File: config.mk
export PLATFORM = sky130hd
export DESIGN_NAME = pmx_pin_mux
export DESIGN_NICKNAME = d
export VERILOG_FILES = /design/src/rtl/pmx_pkg.sv /design/src/rtl/pmx_pin_mux.sv
export VERILOG_INCLUDE_DIRS = /design/src /design/src/rtl
export SDC_FILE = /design/constraint.sdc
export NUM_CORES = 1
export LEC_CHECK = 0
export ABC_AREA = 0
export ABC_CLOCK_PERIOD_IN_PS = 5500
export BUFFER_PORTS_ARGS = -buffer_cell sky130_fd_sc_hd__buf_4
export CELL_PAD_IN_SITES_DETAIL_PLACEMENT = 0
export CELL_PAD_IN_SITES_GLOBAL_PLACEMENT = 2
export CORE_UTILIZATION = 31
export DETAILED_ROUTE_END_ITERATION = 8
export GPL_ROUTABILITY_DRIVEN = 0
export GPL_TIMING_DRIVEN = 0
export PLACE_DENSITY = 0.88
export SKIP_CTS_REPAIR_TIMING = 1
export SLEW_MARGIN = 20
export SYNTH_ARGS = -nofsm -noshare
export SYNTH_HDL_FRONTEND = slang
export SYNTH_SLANG_ARGS = --single-unit
export TNS_END_PERCENT = 5
File: constraint.sdc
create_clock -name mclk_i -period 5.5 [get_ports mclk_i]
set_input_delay 0.825 -clock mclk_i [delete_from_list [all_inputs] [get_ports mclk_i]]
set_output_delay 0.825 -clock mclk_i [all_outputs]
set_load 0.005 [all_outputs]
File: src/rtl/pmx_regs.svh
/*
 * Constants of the pin function multiplexer: pin numbering, field
 * codes and reset values of the function selects.
 * Assumes inclusion by pmx_pkg.sv before any design file.
 */
`ifndef PMX_REGS_SVH
`define PMX_REGS_SVH

// Flat pin index: port A 0..11, B 12..23, C 24..31, D 32..37
`define PMX_NPIN 38
`define PMX_PA_W 12
`define PMX_PB_W 12
`define PMX_PC_W 8
`define PMX_PD_W 6
`define PMX_PB_BASE 12
`define PMX_PC_BASE 24
`define PMX_PD_BASE 32
`define PMX_D5_PIN 37

// Number of routable functions, code 0 of the enum is GPIO
`define PMX_NFN 53
`define PMX_FN_W 6

// Per-pin select field: 2 bits, code 0 selects GPIO
`define PMX_CODE_W 2
`define PMX_CODE_GPIO 2'h0
`define PMX_CODE_F1 2'h1
`define PMX_CODE_F2 2'h2
`define PMX_CODE_F3 2'h3

// Reset selects: A7 as reset input, D0..D3 as test port, rest GPIO
`define PMX_SEL_RST 76'h55_0000_0000_0000_4000
`define PMX_D5_SEL_RST 2'h0

// Bonded pins; B4, B8 and B9 do not exist
`define PMX_USABLE 38'h3f_ffce_ffff

`endif

File: src/rtl/pmx_pkg.sv
/*
 * Types of the pin function multiplexer: function enumeration,
 * select carrier and state record.
 * Assumes pmx_regs.svh is on the include path.
 */
`include "pmx_regs.svh"

package pmx_pkg;

	typedef enum logic [`PMX_FN_W-1:0] {
		pmx_gpio,
		pwm_channel_0_out, pwm_channel_1_out, pwm_channel_2_out,
		pwm_channel_3_out, pwm_channel_4_out, pwm_channel_5_out,
		timer_a_channel_0, timer_a_channel_1,
		timer_a_channel_2, timer_a_channel_3,
		fault_input_0, fault_input_1, fault_input_2, fault_input_3,
		comparator_a_input_1, comparator_b_input_1,
		comparator_a_input_2, comparator_b_input_2,
		comparator_a_input_3, comparator_b_input_3,
		comparator_a_output, comparator_b_output,
		pwm_source_input_0, pwm_source_input_1,
		reset_input,
		spi_sclk, spi_ss, spi_miso, spi_mosi,
		i2c_scl, i2c_sda,
		serial_receive_line, serial_transmit_line,
		external_clock_input,
		adc_a_input_0, adc_a_input_1, adc_a_input_2, adc_a_input_3,
		adc_b_input_0, adc_b_input_1, adc_b_input_2, adc_b_input_3,
		adc_a_reference_high, adc_a_reference_low,
		adc_b_reference_high, adc_b_reference_low,
		jtag_tdi, jtag_tdo, jtag_tck, jtag_tms,
		crystal_in, crystal_out
	} pmx_fn_t;

	typedef logic [`PMX_NPIN-1:0][`PMX_CODE_W-1:0] pmx_sel_t;

	typedef struct packed {
		pmx_sel_t sel;
		logic [`PMX_CODE_W-1:0] d5_sel;
		logic [`PMX_NPIN-1:0] pad_out;
		logic [`PMX_NPIN-1:0] pad_oe;
		logic [`PMX_NPIN-1:0] gpio_in;
		logic [`PMX_NFN-1:0] fn_in;
	} pmx_state_t;

endpackage

File: src/rtl/pmx_pin_mux.sv
/*
 * Pin function multiplexer for four GPIO ports. Each pad is routed
 * to its GPIO port logic or to one on-chip peripheral function.
 * Assumes select inputs come from the system select registers and
 * that all pads and peripherals are synchronous to mclk_i.
 */
//
// Function
// RQ1: Ports A, B, C, D have 12/9/8/6 pins
// RQ2: Port A peripheral functions, A7 resets as reset
// RQ3: Port D: JTAG pins reset to JTAG
// RQ4: A4, A5 choose PWM, timer or fault
// RQ5: A6 chooses fault 0 or timer 0
// RQ6: A8 chooses fault 1, timer 2, comparator A
// RQ7: A9 chooses fault 2, timer 3, comparator B
// RQ8: B0 SCLK or SCL, B1 SS or SDA
// RQ9: B2 chooses MISO, timer 2, PWM source 0
// RQ10: B3 chooses MOSI, timer 3, PWM source 1
// RQ11: B5 chooses timer 1, fault 3, clock
// RQ12: B6 chooses receive, SDA, clock input
// RQ13: Clock input works only when PLL enables it
// RQ14: B7 chooses serial transmit or SCL
// RQ15: C0, C4 choose ADC or comparator input 3
// RQ16: C2, C3, C6, C7 choose ADC or reference
// RQ17: Selected peripheral owns pad, otherwise GPIO does
// RQ18: D5 chooses crystal or clock via own select
`timescale 1ns/100ps
`include "pmx_regs.svh"

module pmx_pin_mux (
	input wire logic mclk_i,
	input wire logic rstn_i,
	input wire logic [`PMX_PA_W-1:0] pa_in_i,
	output logic [`PMX_PA_W-1:0] pa_out_o,
	output logic [`PMX_PA_W-1:0] pa_oe_o,
	input wire logic [`PMX_PB_W-1:0] pb_in_i,
	output logic [`PMX_PB_W-1:0] pb_out_o,
	output logic [`PMX_PB_W-1:0] pb_oe_o,
	input wire logic [`PMX_PC_W-1:0] pc_in_i,
	output logic [`PMX_PC_W-1:0] pc_out_o,
	output logic [`PMX_PC_W-1:0] pc_oe_o,
	input wire logic [`PMX_PD_W-1:0] pd_in_i,
	output logic [`PMX_PD_W-1:0] pd_out_o,
	output logic [`PMX_PD_W-1:0] pd_oe_o,
	input wire pmx_pkg::pmx_sel_t pin_function_select_reg_i,
	input wire logic [`PMX_CODE_W-1:0] port_d_function_select_reg_i,
	input wire logic pll_external_clock_input_en_i,
	input wire logic [`PMX_NPIN-1:0] gpio_out_i,
	input wire logic [`PMX_NPIN-1:0] gpio_oe_i,
	output logic [`PMX_NPIN-1:0] gpio_in_o,
	input wire logic [`PMX_NFN-1:0] fn_out_i,
	input wire logic [`PMX_NFN-1:0] fn_oe_i,
	output logic [`PMX_NFN-1:0] fn_in_o
);

	pmx_pkg::pmx_state_t st_r;
	pmx_pkg::pmx_state_t st_nxt;
	pmx_pkg::pmx_fn_t fn_w [`PMX_NPIN];
	logic [`PMX_NPIN-1:0] pad_in;
	logic [`PMX_NPIN-1:0] usable;

	assign pad_in = {pd_in_i, pc_in_i, pb_in_i, pa_in_i};
	assign usable = `PMX_USABLE;

	function automatic pmx_pkg::pmx_fn_t pick(
		input logic [`PMX_CODE_W-1:0] c,
		input pmx_pkg::pmx_fn_t f1,
		input pmx_pkg::pmx_fn_t f2,
		input pmx_pkg::pmx_fn_t f3
	);
		pmx_pkg::pmx_fn_t f;
		unique case (c)
			`PMX_CODE_F1: f = f1;
			`PMX_CODE_F2: f = f2;
			`PMX_CODE_F3: f = f3;
			default: f = pmx_pkg::pmx_gpio;
		endcase
		return f;
	endfunction

	// Codes with no function behind them fall back to GPIO
	function automatic pmx_pkg::pmx_fn_t fn_of(
		input int pin,
		input logic [`PMX_CODE_W-1:0] c
	);
		pmx_pkg::pmx_fn_t g;
		pmx_pkg::pmx_fn_t f;
		g = pmx_pkg::pmx_gpio;
		case (pin)
			0: f = pick(c, pmx_pkg::pwm_channel_0_out, g, g); // [RQ2]
			1: f = pick(c, pmx_pkg::pwm_channel_1_out, g, g); // [RQ2]
			2: f = pick(c, pmx_pkg::pwm_channel_2_out, g, g); // [RQ2]
			3: f = pick(c, pmx_pkg::pwm_channel_3_out, g, g); // [RQ2]
			4: f = pick(c, pmx_pkg::pwm_channel_4_out,
				pmx_pkg::timer_a_channel_2, pmx_pkg::fault_input_1); // [RQ4]
			5: f = pick(c, pmx_pkg::pwm_channel_5_out,
				pmx_pkg::timer_a_channel_3, pmx_pkg::fault_input_2); // [RQ4]
			6: f = pick(c, pmx_pkg::fault_input_0,
				pmx_pkg::timer_a_channel_0, g); // [RQ5]
			7: f = pick(c, pmx_pkg::reset_input, g, g); // [RQ2]
			8: f = pick(c, pmx_pkg::fault_input_1,
				pmx_pkg::timer_a_channel_2,
				pmx_pkg::comparator_a_input_1); // [RQ6]
			9: f = pick(c, pmx_pkg::fault_input_2,
				pmx_pkg::timer_a_channel_3,
				pmx_pkg::comparator_b_input_1); // [RQ7]
			10: f = pick(c, pmx_pkg::comparator_a_input_2, g, g);
			11: f = pick(c, pmx_pkg::comparator_b_input_2, g, g);
			12: f = pick(c, pmx_pkg::spi_sclk, pmx_pkg::i2c_scl, g); // [RQ8]
			13: f = pick(c, pmx_pkg::spi_ss, pmx_pkg::i2c_sda, g); // [RQ8]
			14: f = pick(c, pmx_pkg::spi_miso, pmx_pkg::timer_a_channel_2,
				pmx_pkg::pwm_source_input_0); // [RQ9]
			15: f = pick(c, pmx_pkg::spi_mosi, pmx_pkg::timer_a_channel_3,
				pmx_pkg::pwm_source_input_1); // [RQ10]
			17: f = pick(c, pmx_pkg::timer_a_channel_1,
				pmx_pkg::fault_input_3,
				pmx_pkg::external_clock_input); // [RQ11]
			18: f = pick(c, pmx_pkg::serial_receive_line, pmx_pkg::i2c_sda,
				pmx_pkg::external_clock_input); // [RQ12]
			19: f = pick(c, pmx_pkg::serial_transmit_line,
				pmx_pkg::i2c_scl, g); // [RQ14]
			22: f = pick(c, pmx_pkg::comparator_a_output, g, g);
			23: f = pick(c, pmx_pkg::comparator_b_output, g, g);
			24: f = pick(c, pmx_pkg::adc_a_input_0,
				pmx_pkg::comparator_a_input_3, g); // [RQ15]
			25: f = pick(c, pmx_pkg::adc_a_input_1, g, g);
			26: f = pick(c, pmx_pkg::adc_a_input_2,
				pmx_pkg::adc_a_reference_high, g); // [RQ16]
			27: f = pick(c, pmx_pkg::adc_a_input_3,
				pmx_pkg::adc_a_reference_low, g); // [RQ16]
			28: f = pick(c, pmx_pkg::adc_b_input_0,
				pmx_pkg::comparator_b_input_3, g); // [RQ15]
			29: f = pick(c, pmx_pkg::adc_b_input_1, g, g);
			30: f = pick(c, pmx_pkg::adc_b_input_2,
				pmx_pkg::adc_b_reference_high, g); // [RQ16]
			31: f = pick(c, pmx_pkg::adc_b_input_3,
				pmx_pkg::adc_b_reference_low, g); // [RQ16]
			32: f = pick(c, pmx_pkg::jtag_tdi, g, g); // [RQ3]
			33: f = pick(c, pmx_pkg::jtag_tdo, g, g); // [RQ3]
			34: f = pick(c, pmx_pkg::jtag_tck, g, g); // [RQ3]
			35: f = pick(c, pmx_pkg::jtag_tms, g, g); // [RQ3]
			36: f = pick(c, pmx_pkg::crystal_in, g, g); // [RQ3]
			37: f = pick(c, pmx_pkg::crystal_out,
				pmx_pkg::external_clock_input, g); // [RQ18]
			default: f = g; // [RQ1]
		endcase
		return f;
	endfunction

	// Pin D5 has its own select register
	for (genvar p = 0; p < `PMX_NPIN; p++) begin : g_pin
		if (p == `PMX_D5_PIN) begin : g_d5
			assign fn_w[p] = fn_of(p, st_r.d5_sel); // [RQ18]
		end else begin : g_std
			assign fn_w[p] = fn_of(p, st_r.sel[p]);
		end
	end

	always_comb begin
		st_nxt = st_r;
		st_nxt.sel = pin_function_select_reg_i;
		st_nxt.d5_sel = port_d_function_select_reg_i;
		st_nxt.gpio_in = pad_in;
		st_nxt.fn_in = '0;
		for (int p = 0; p < `PMX_NPIN; p++) begin
			if (fn_w[p] == pmx_pkg::pmx_gpio) begin
				st_nxt.pad_out[p] = gpio_out_i[p]; // [RQ17]
				st_nxt.pad_oe[p] = gpio_oe_i[p]; // [RQ17]
			end else begin
				st_nxt.pad_out[p] = fn_out_i[fn_w[p]]; // [RQ17]
				st_nxt.pad_oe[p] = fn_oe_i[fn_w[p]]; // [RQ17]
				st_nxt.fn_in[fn_w[p]] = st_nxt.fn_in[fn_w[p]] | pad_in[p];
			end
			// Missing bond sites never drive
			if (!usable[p]) begin
				st_nxt.pad_out[p] = 1'b0; // [RQ1]
				st_nxt.pad_oe[p] = 1'b0; // [RQ1]
			end
		end
		// Pin choice alone is not enough to feed the clock generator
		if (!pll_external_clock_input_en_i) begin
			st_nxt.fn_in[pmx_pkg::external_clock_input] = 1'b0; // [RQ13]
		end
		st_nxt.fn_in[pmx_pkg::pmx_gpio] = 1'b0;
	end

	always_ff @(posedge mclk_i or negedge rstn_i) begin
		if (!rstn_i) begin
			st_r <= '0;
			st_r.sel <= `PMX_SEL_RST; // [RQ2] [RQ3]
			st_r.d5_sel <= `PMX_D5_SEL_RST; // [RQ18]
		end else begin
			st_r <= st_nxt;
		end
	end

	assign pa_out_o = st_r.pad_out[`PMX_PB_BASE-1:0];
	assign pa_oe_o = st_r.pad_oe[`PMX_PB_BASE-1:0];
	assign pb_out_o = st_r.pad_out[`PMX_PC_BASE-1:`PMX_PB_BASE];
	assign pb_oe_o = st_r.pad_oe[`PMX_PC_BASE-1:`PMX_PB_BASE];
	assign pc_out_o = st_r.pad_out[`PMX_PD_BASE-1:`PMX_PC_BASE];
	assign pc_oe_o = st_r.pad_oe[`PMX_PD_BASE-1:`PMX_PC_BASE];
	assign pd_out_o = st_r.pad_out[`PMX_NPIN-1:`PMX_PD_BASE];
	assign pd_oe_o = st_r.pad_oe[`PMX_NPIN-1:`PMX_PD_BASE];
	assign gpio_in_o = st_r.gpio_in;
	assign fn_in_o = st_r.fn_in;
endmodule

==> Word-level counts from Yosys, hierarchy flattened <==
Memories as Yosys holds them, arrays and structs flattened.
Index checks and enable logic that the tools add are counted.
{ "word_totals": {"register_bits": 230, "memories": 1, "mem_bits_ro": 64, "in_bits": 301, "output_inout_bits": 167} }
{ "mem_list": {"columns": ["memory", "depth", "width", "rd", "rd_clocked_by_memory_dff", "write_ports", "line_no", "text"], "rows": [
  ["(name not given)", 64, 1, 1, 0, 0, "pmx_pin_mux.sv:172", "st_nxt.fn_in[fn_w[p]] = st_nxt.fn_in[fn_w[p]] | pad_in[p];"]
]} }
{ "op_classes": {"eq_ne": 62, "mux": 454, "n_reduce_logical": 70, "order_cmp": 70, "n_bitwise": 36} }
{ "ops": {"columns": ["op", "count"], "rows": [
  ["$mux 53", 35],
  ["$bwmux 53", 34],
  ["$bmux 1 s6", 104],
  ["$lt 6x7->1 const B", 33],
  ["$mux 1", 212],
  ["$demux 1 s6", 35],
  ["$logic_not 6->1", 35],
  ["$ge 6x1->1 const B", 33],
  ["$pmux 6 s2", 8],
  ["$eq 2x1->1 const B", 35],
  ["$eq 2x2->1 const B", 27],
  ["$and 53x53->53", 1],
  ["$pmux 5 s3", 3],
  ["$mux 6", 7],
  ["$pmux 4 s3", 3],
  ["$pmux 6 s3", 2],
  ["$logic_and 1x1->1", 35],
  ["$or 1x1->1", 35],
  ["$mux 5", 5],
  ["$pmux 5 s2", 2],
  ["$lt 5x7->1 const B", 2],
  ["$ge 5x1->1 const B", 2],
  ["$pmux 4 s2", 1],
  ["$mux 2", 2],
  ["$mux 3", 1]
]} }

==> Depth between registers and ports, before layout <==
{ "depth": {"depth_word": 179, "depth_mapped": 19} }

==> Worst setup path after synthesis <==
OpenSTA, ideal clock, no wires.
{ "synth_path": {"path_type": "reg-to-reg", "start": "register st_r[177] (netlist bit)", "end": "register st_r, in the netlist fn_in_o[46]", "stages_incl_launch_ff": 20, "synth_period_minus_slack_ns": 4.695, "arrival_ns": 4.574, "n_path_buf": 3, "t_required_ns": 5.379, "slack_ns": 0.805, "setup_time_ns": 0.121, "path_cell_list": "dfrtp_1 inv_1 ha_1 buf_6 and4b_4 a221oi_2 nor3b_2 or3_1 buf_2 or3_1 o2bb2ai_1 or2_1 buf_6 or4b_4 nand3_1 a21oi_1 o31ai_2 a311oi_1 o41a_1 o22a_1"} }
{ "synth_rtl": {"columns": ["item", "line_no", "text"], "rows": [
  ["from (decl)", "pmx_pin_mux.sv:56", "pmx_pkg::pmx_state_t st_r;"],
  ["from (signal assigned)", "pmx_pin_mux.sv:193", "st_r <= st_nxt;"]
]} }

==> impl_results.md <==
* Vias per cell at 4.82
* Outcome: finished clean
* Final setup fails at 0
* Antenna diode count at 0
* Area growth syn-to-layout at 38.8%
* Largest family of logic cells by synthesized area: multiplexers
* Die area at 0.0448 mm²
* Commonest non-fill, non-tap cell in the layout: buf_4
* WHS at ~170 ps
* Peak Freq at approximately 0.19 GHz
* Worst IR Drop VDD at around 0.25 mV
* Initial Util at 31.5%
* ANT nets after route at 0
* DRT iter0 DRCs at between 700 and 800
* Reg2Reg Depth at 17
* Crit path to: fn_in_o[46]
* Synth Instances at about 1200
* Clock Tree Root: clkbuf_16
* Critical Path Start Type: register
* Cell area power density at roughly 260 mW/mm²
* First-pass GRT wire length at 68700 µm
* Clk pin slew, worst setup/hold paths at about 50 ps
* Worst Setup Path Type: reg2reg
* Final instance area at ~0.019 mm²
* Distinct cells, synth at 80
* Final Total Pwr at 4.95 mW
* Synth area leaders: dfrtp_1 41%, buf_4 9.2%, mux4_2 8.4%, ha_1 7.0%, mux2_2 4.4%
* H-Tree Level Count at 1
* Gr usage total at between 20% and 30%
* TritonCTS clock tree: done
* Num ports at 468
* Count of input and output buffers at 446
* Post-synth EDFFs at 0
* Maximum number of pins on one net before global-route repair at 86
* Fillers at about 4200
* Post-Synth XOR/XNOR Area at 0%
* Yosys reg bits at 230
* Worst-Skew Late Latency at 580 ps
* Reg2reg start: st_r[179]
* RSZ-0062 raised after global routing: yes
* Critical path origin: st_r[179]
* Inserted Clock Buffers at 29
* Area fraction of the dominant cell type after synthesis at between 40% and 50%
* Antenna violations before repair at 1
* GR Overflow Total at 0
* DRC violations left at 0
* Leakage at around 9.1 nW
* Fin. Hold Viols at 0
* Actual slew at the worst max-slew pin at between 1000 and 1500 ps
* Post-Syn Area at 0.0136 mm²
* Vias in the first global route at between 10000 and 15000
* CTS Buffer Depth at 3
* Post-Synth Simple-Gate Area at around an eighth
* Multi-input logic area at ~0.0063 mm²
* Layout cell share with drive strength beyond 1 at 46.5%
* Placed cell area at about 0.018 mm²
* Num Clock Sinks at 230
* CP max FO at 7
* FFs w/ async S/R, synth at 100%
* Worst r2r dst: fn_in_o[46]
* Compound-Gate Fraction of Synth Area at between 10% and 20%
* Maxcap violations at 0
* Post-DP HPWL at between 30000 and 40000 µm
* Syn Area/Cell at 10.9 µm²
* Post-synthesis adder-cell area fraction at approximately 7.0%
* Seq/Total Area, Yosys at around 42%
* Worst R2R Setup Slack at 160 ps
* Detailed Routing Iterations Pass 1 at 5
* Via count at 11300
* Ys Warns at 0
* Setup TNS at 0 ps
* Critical path data arrival time at about 6000 ps
* HP Class: in2async
* WP data required at around 6000 ps
* Row count at 76
* Die X at roughly 210 µm
* WL final at roughly 47000 µm
* Fin util at a little over two fifths
* Period utilization at 97.1%
* Multiplexer area fraction after synthesis at roughly 15%
* Slew Limit Headroom at between 20% and 30%
* Crit path time final at 5340 ps
* Ys flop type: dfrtp_1
* Final Skew at 18.4 ps
* Die Height at between 200 and 250 µm
* Final slew viol count at 0
* Setup crit end kind: register
* WL/cell at a little over 20 µm
* Core ar. at between 0.04 and 0.05 mm²
* Seq. cell area at slightly below 0.006 mm²
* Most frequent cells in the layout: 614 x buf_4, 225 x dfrtp_1, 79 x nand2_1, 76 x ha_1, 67 x inv_1
* Cell accounting for the most synthesized area: dfrtp_1
* Nets at about 2100
==> power by group <==
group	internal [mW]	switching (mW)
sequential	1.81	0.0445
combinational	0.601	0.497
clock	1.23	0.759
total	3.65	1.30
==> Yosys cell counts (7+ instances only) <==
cell type  number
o31a_1          7
dfrtp_1       225
a211oi_1       18
nor2_1         65
nand2_1        79
or3_1           7
clkbuf_1       29
o21ai_0        40
nand4_1         7
nand3b_1       13
mux4_2         51
buf_4         167
nand3_1        13
inv_1          67
o31ai_1         9
mux2_2         53
or2_2           9
nand2b_1       31
nor2b_1        29
nor3_1         15
nor3b_1        10
a21oi_1        43
mux2i_1        28
a31oi_1        12
ha_1           76
==> per-layer routing <==
metal  global-route usage [%]  share of wire [%]  wire length, µm
met4                     6.17                2.6             1220
met3                     4.47                7.1             3340
met2                     35.1                 49            23300
met1                     25.9                 41            19500
met5                        0                  0                0
==> cell type report <==
class,instances,share of cell area [%]
Buffer,205,7.47
Inverter,67,1.33
Sequential cell,230,30.4
Clock inverter,11,0.799
Clock buffer,42,4.56
Timing Repair Buffer,450,18.1
Multi-Input combinational cell,750,33.5
Tap cell,585,3.86
==> logic make-up after synthesis <==
| logic type | count (synthesis) |
|---|---|
| AND/OR/NAND/NOR | 325 |
| buffers and inverters | 272 |
| flip-flops | 230 |
| AO/OA/AOI/OAI | 210 |
| multiplexers | 132 |
| adder cells (fa/ha/maj) | 76 |
| other | 1 |
==> critical path, stage by stage (launching register included) <==
cell and delay, ps:
dfrtp_1 410, inv_1 120, ha_1 330, or2_2 310, nor4_1 480, nor3b_2 510
or3_1 170, buf_2 150, o21bai_1 170, o211a_1 290, a21oi_2 370, o31a_1 280
a211oi_1 110, a21oi_1 310, or3b_1 500, a311oi_2 410, o41a_1 220, o22a_1 130
==> per-stage QoR <==
step                      worst slack, ps  instances
after global placement               -392       2283
after CTS                            -382       2338
after detailed placement             -374       2285
final                                 157       2340
after floorplan                       805       1252
after global routing                -70.8       2340
==> state kept, by name, summed over array words and instances, names as in the netlist <==
name	flops
st_r	70
pd_out_o	6
pc_oe_o	8
pc_out_o	8
fn_in_o	52
pd_oe_o	6
gpio_in_o	38
pa_oe_o	12
pb_oe_o	9
pb_out_o	9
pa_out_o	12
==> worst min path at each step <==
stage	endpoint	startpoint	depth (start not counted)
after floorplan	fn_in_o[17]	st_r[189]	2
after global placement	fn_in_o[17]	st_r[189]	2
after detailed placement	fn_in_o[22]	st_r[215]	2
final	fn_in_o[5]	rstn_i	1
after CTS	fn_in_o[5]	rstn_i	1
after global routing	fn_in_o[5]	rstn_i	1
Power figures use the tool's default switching activity.
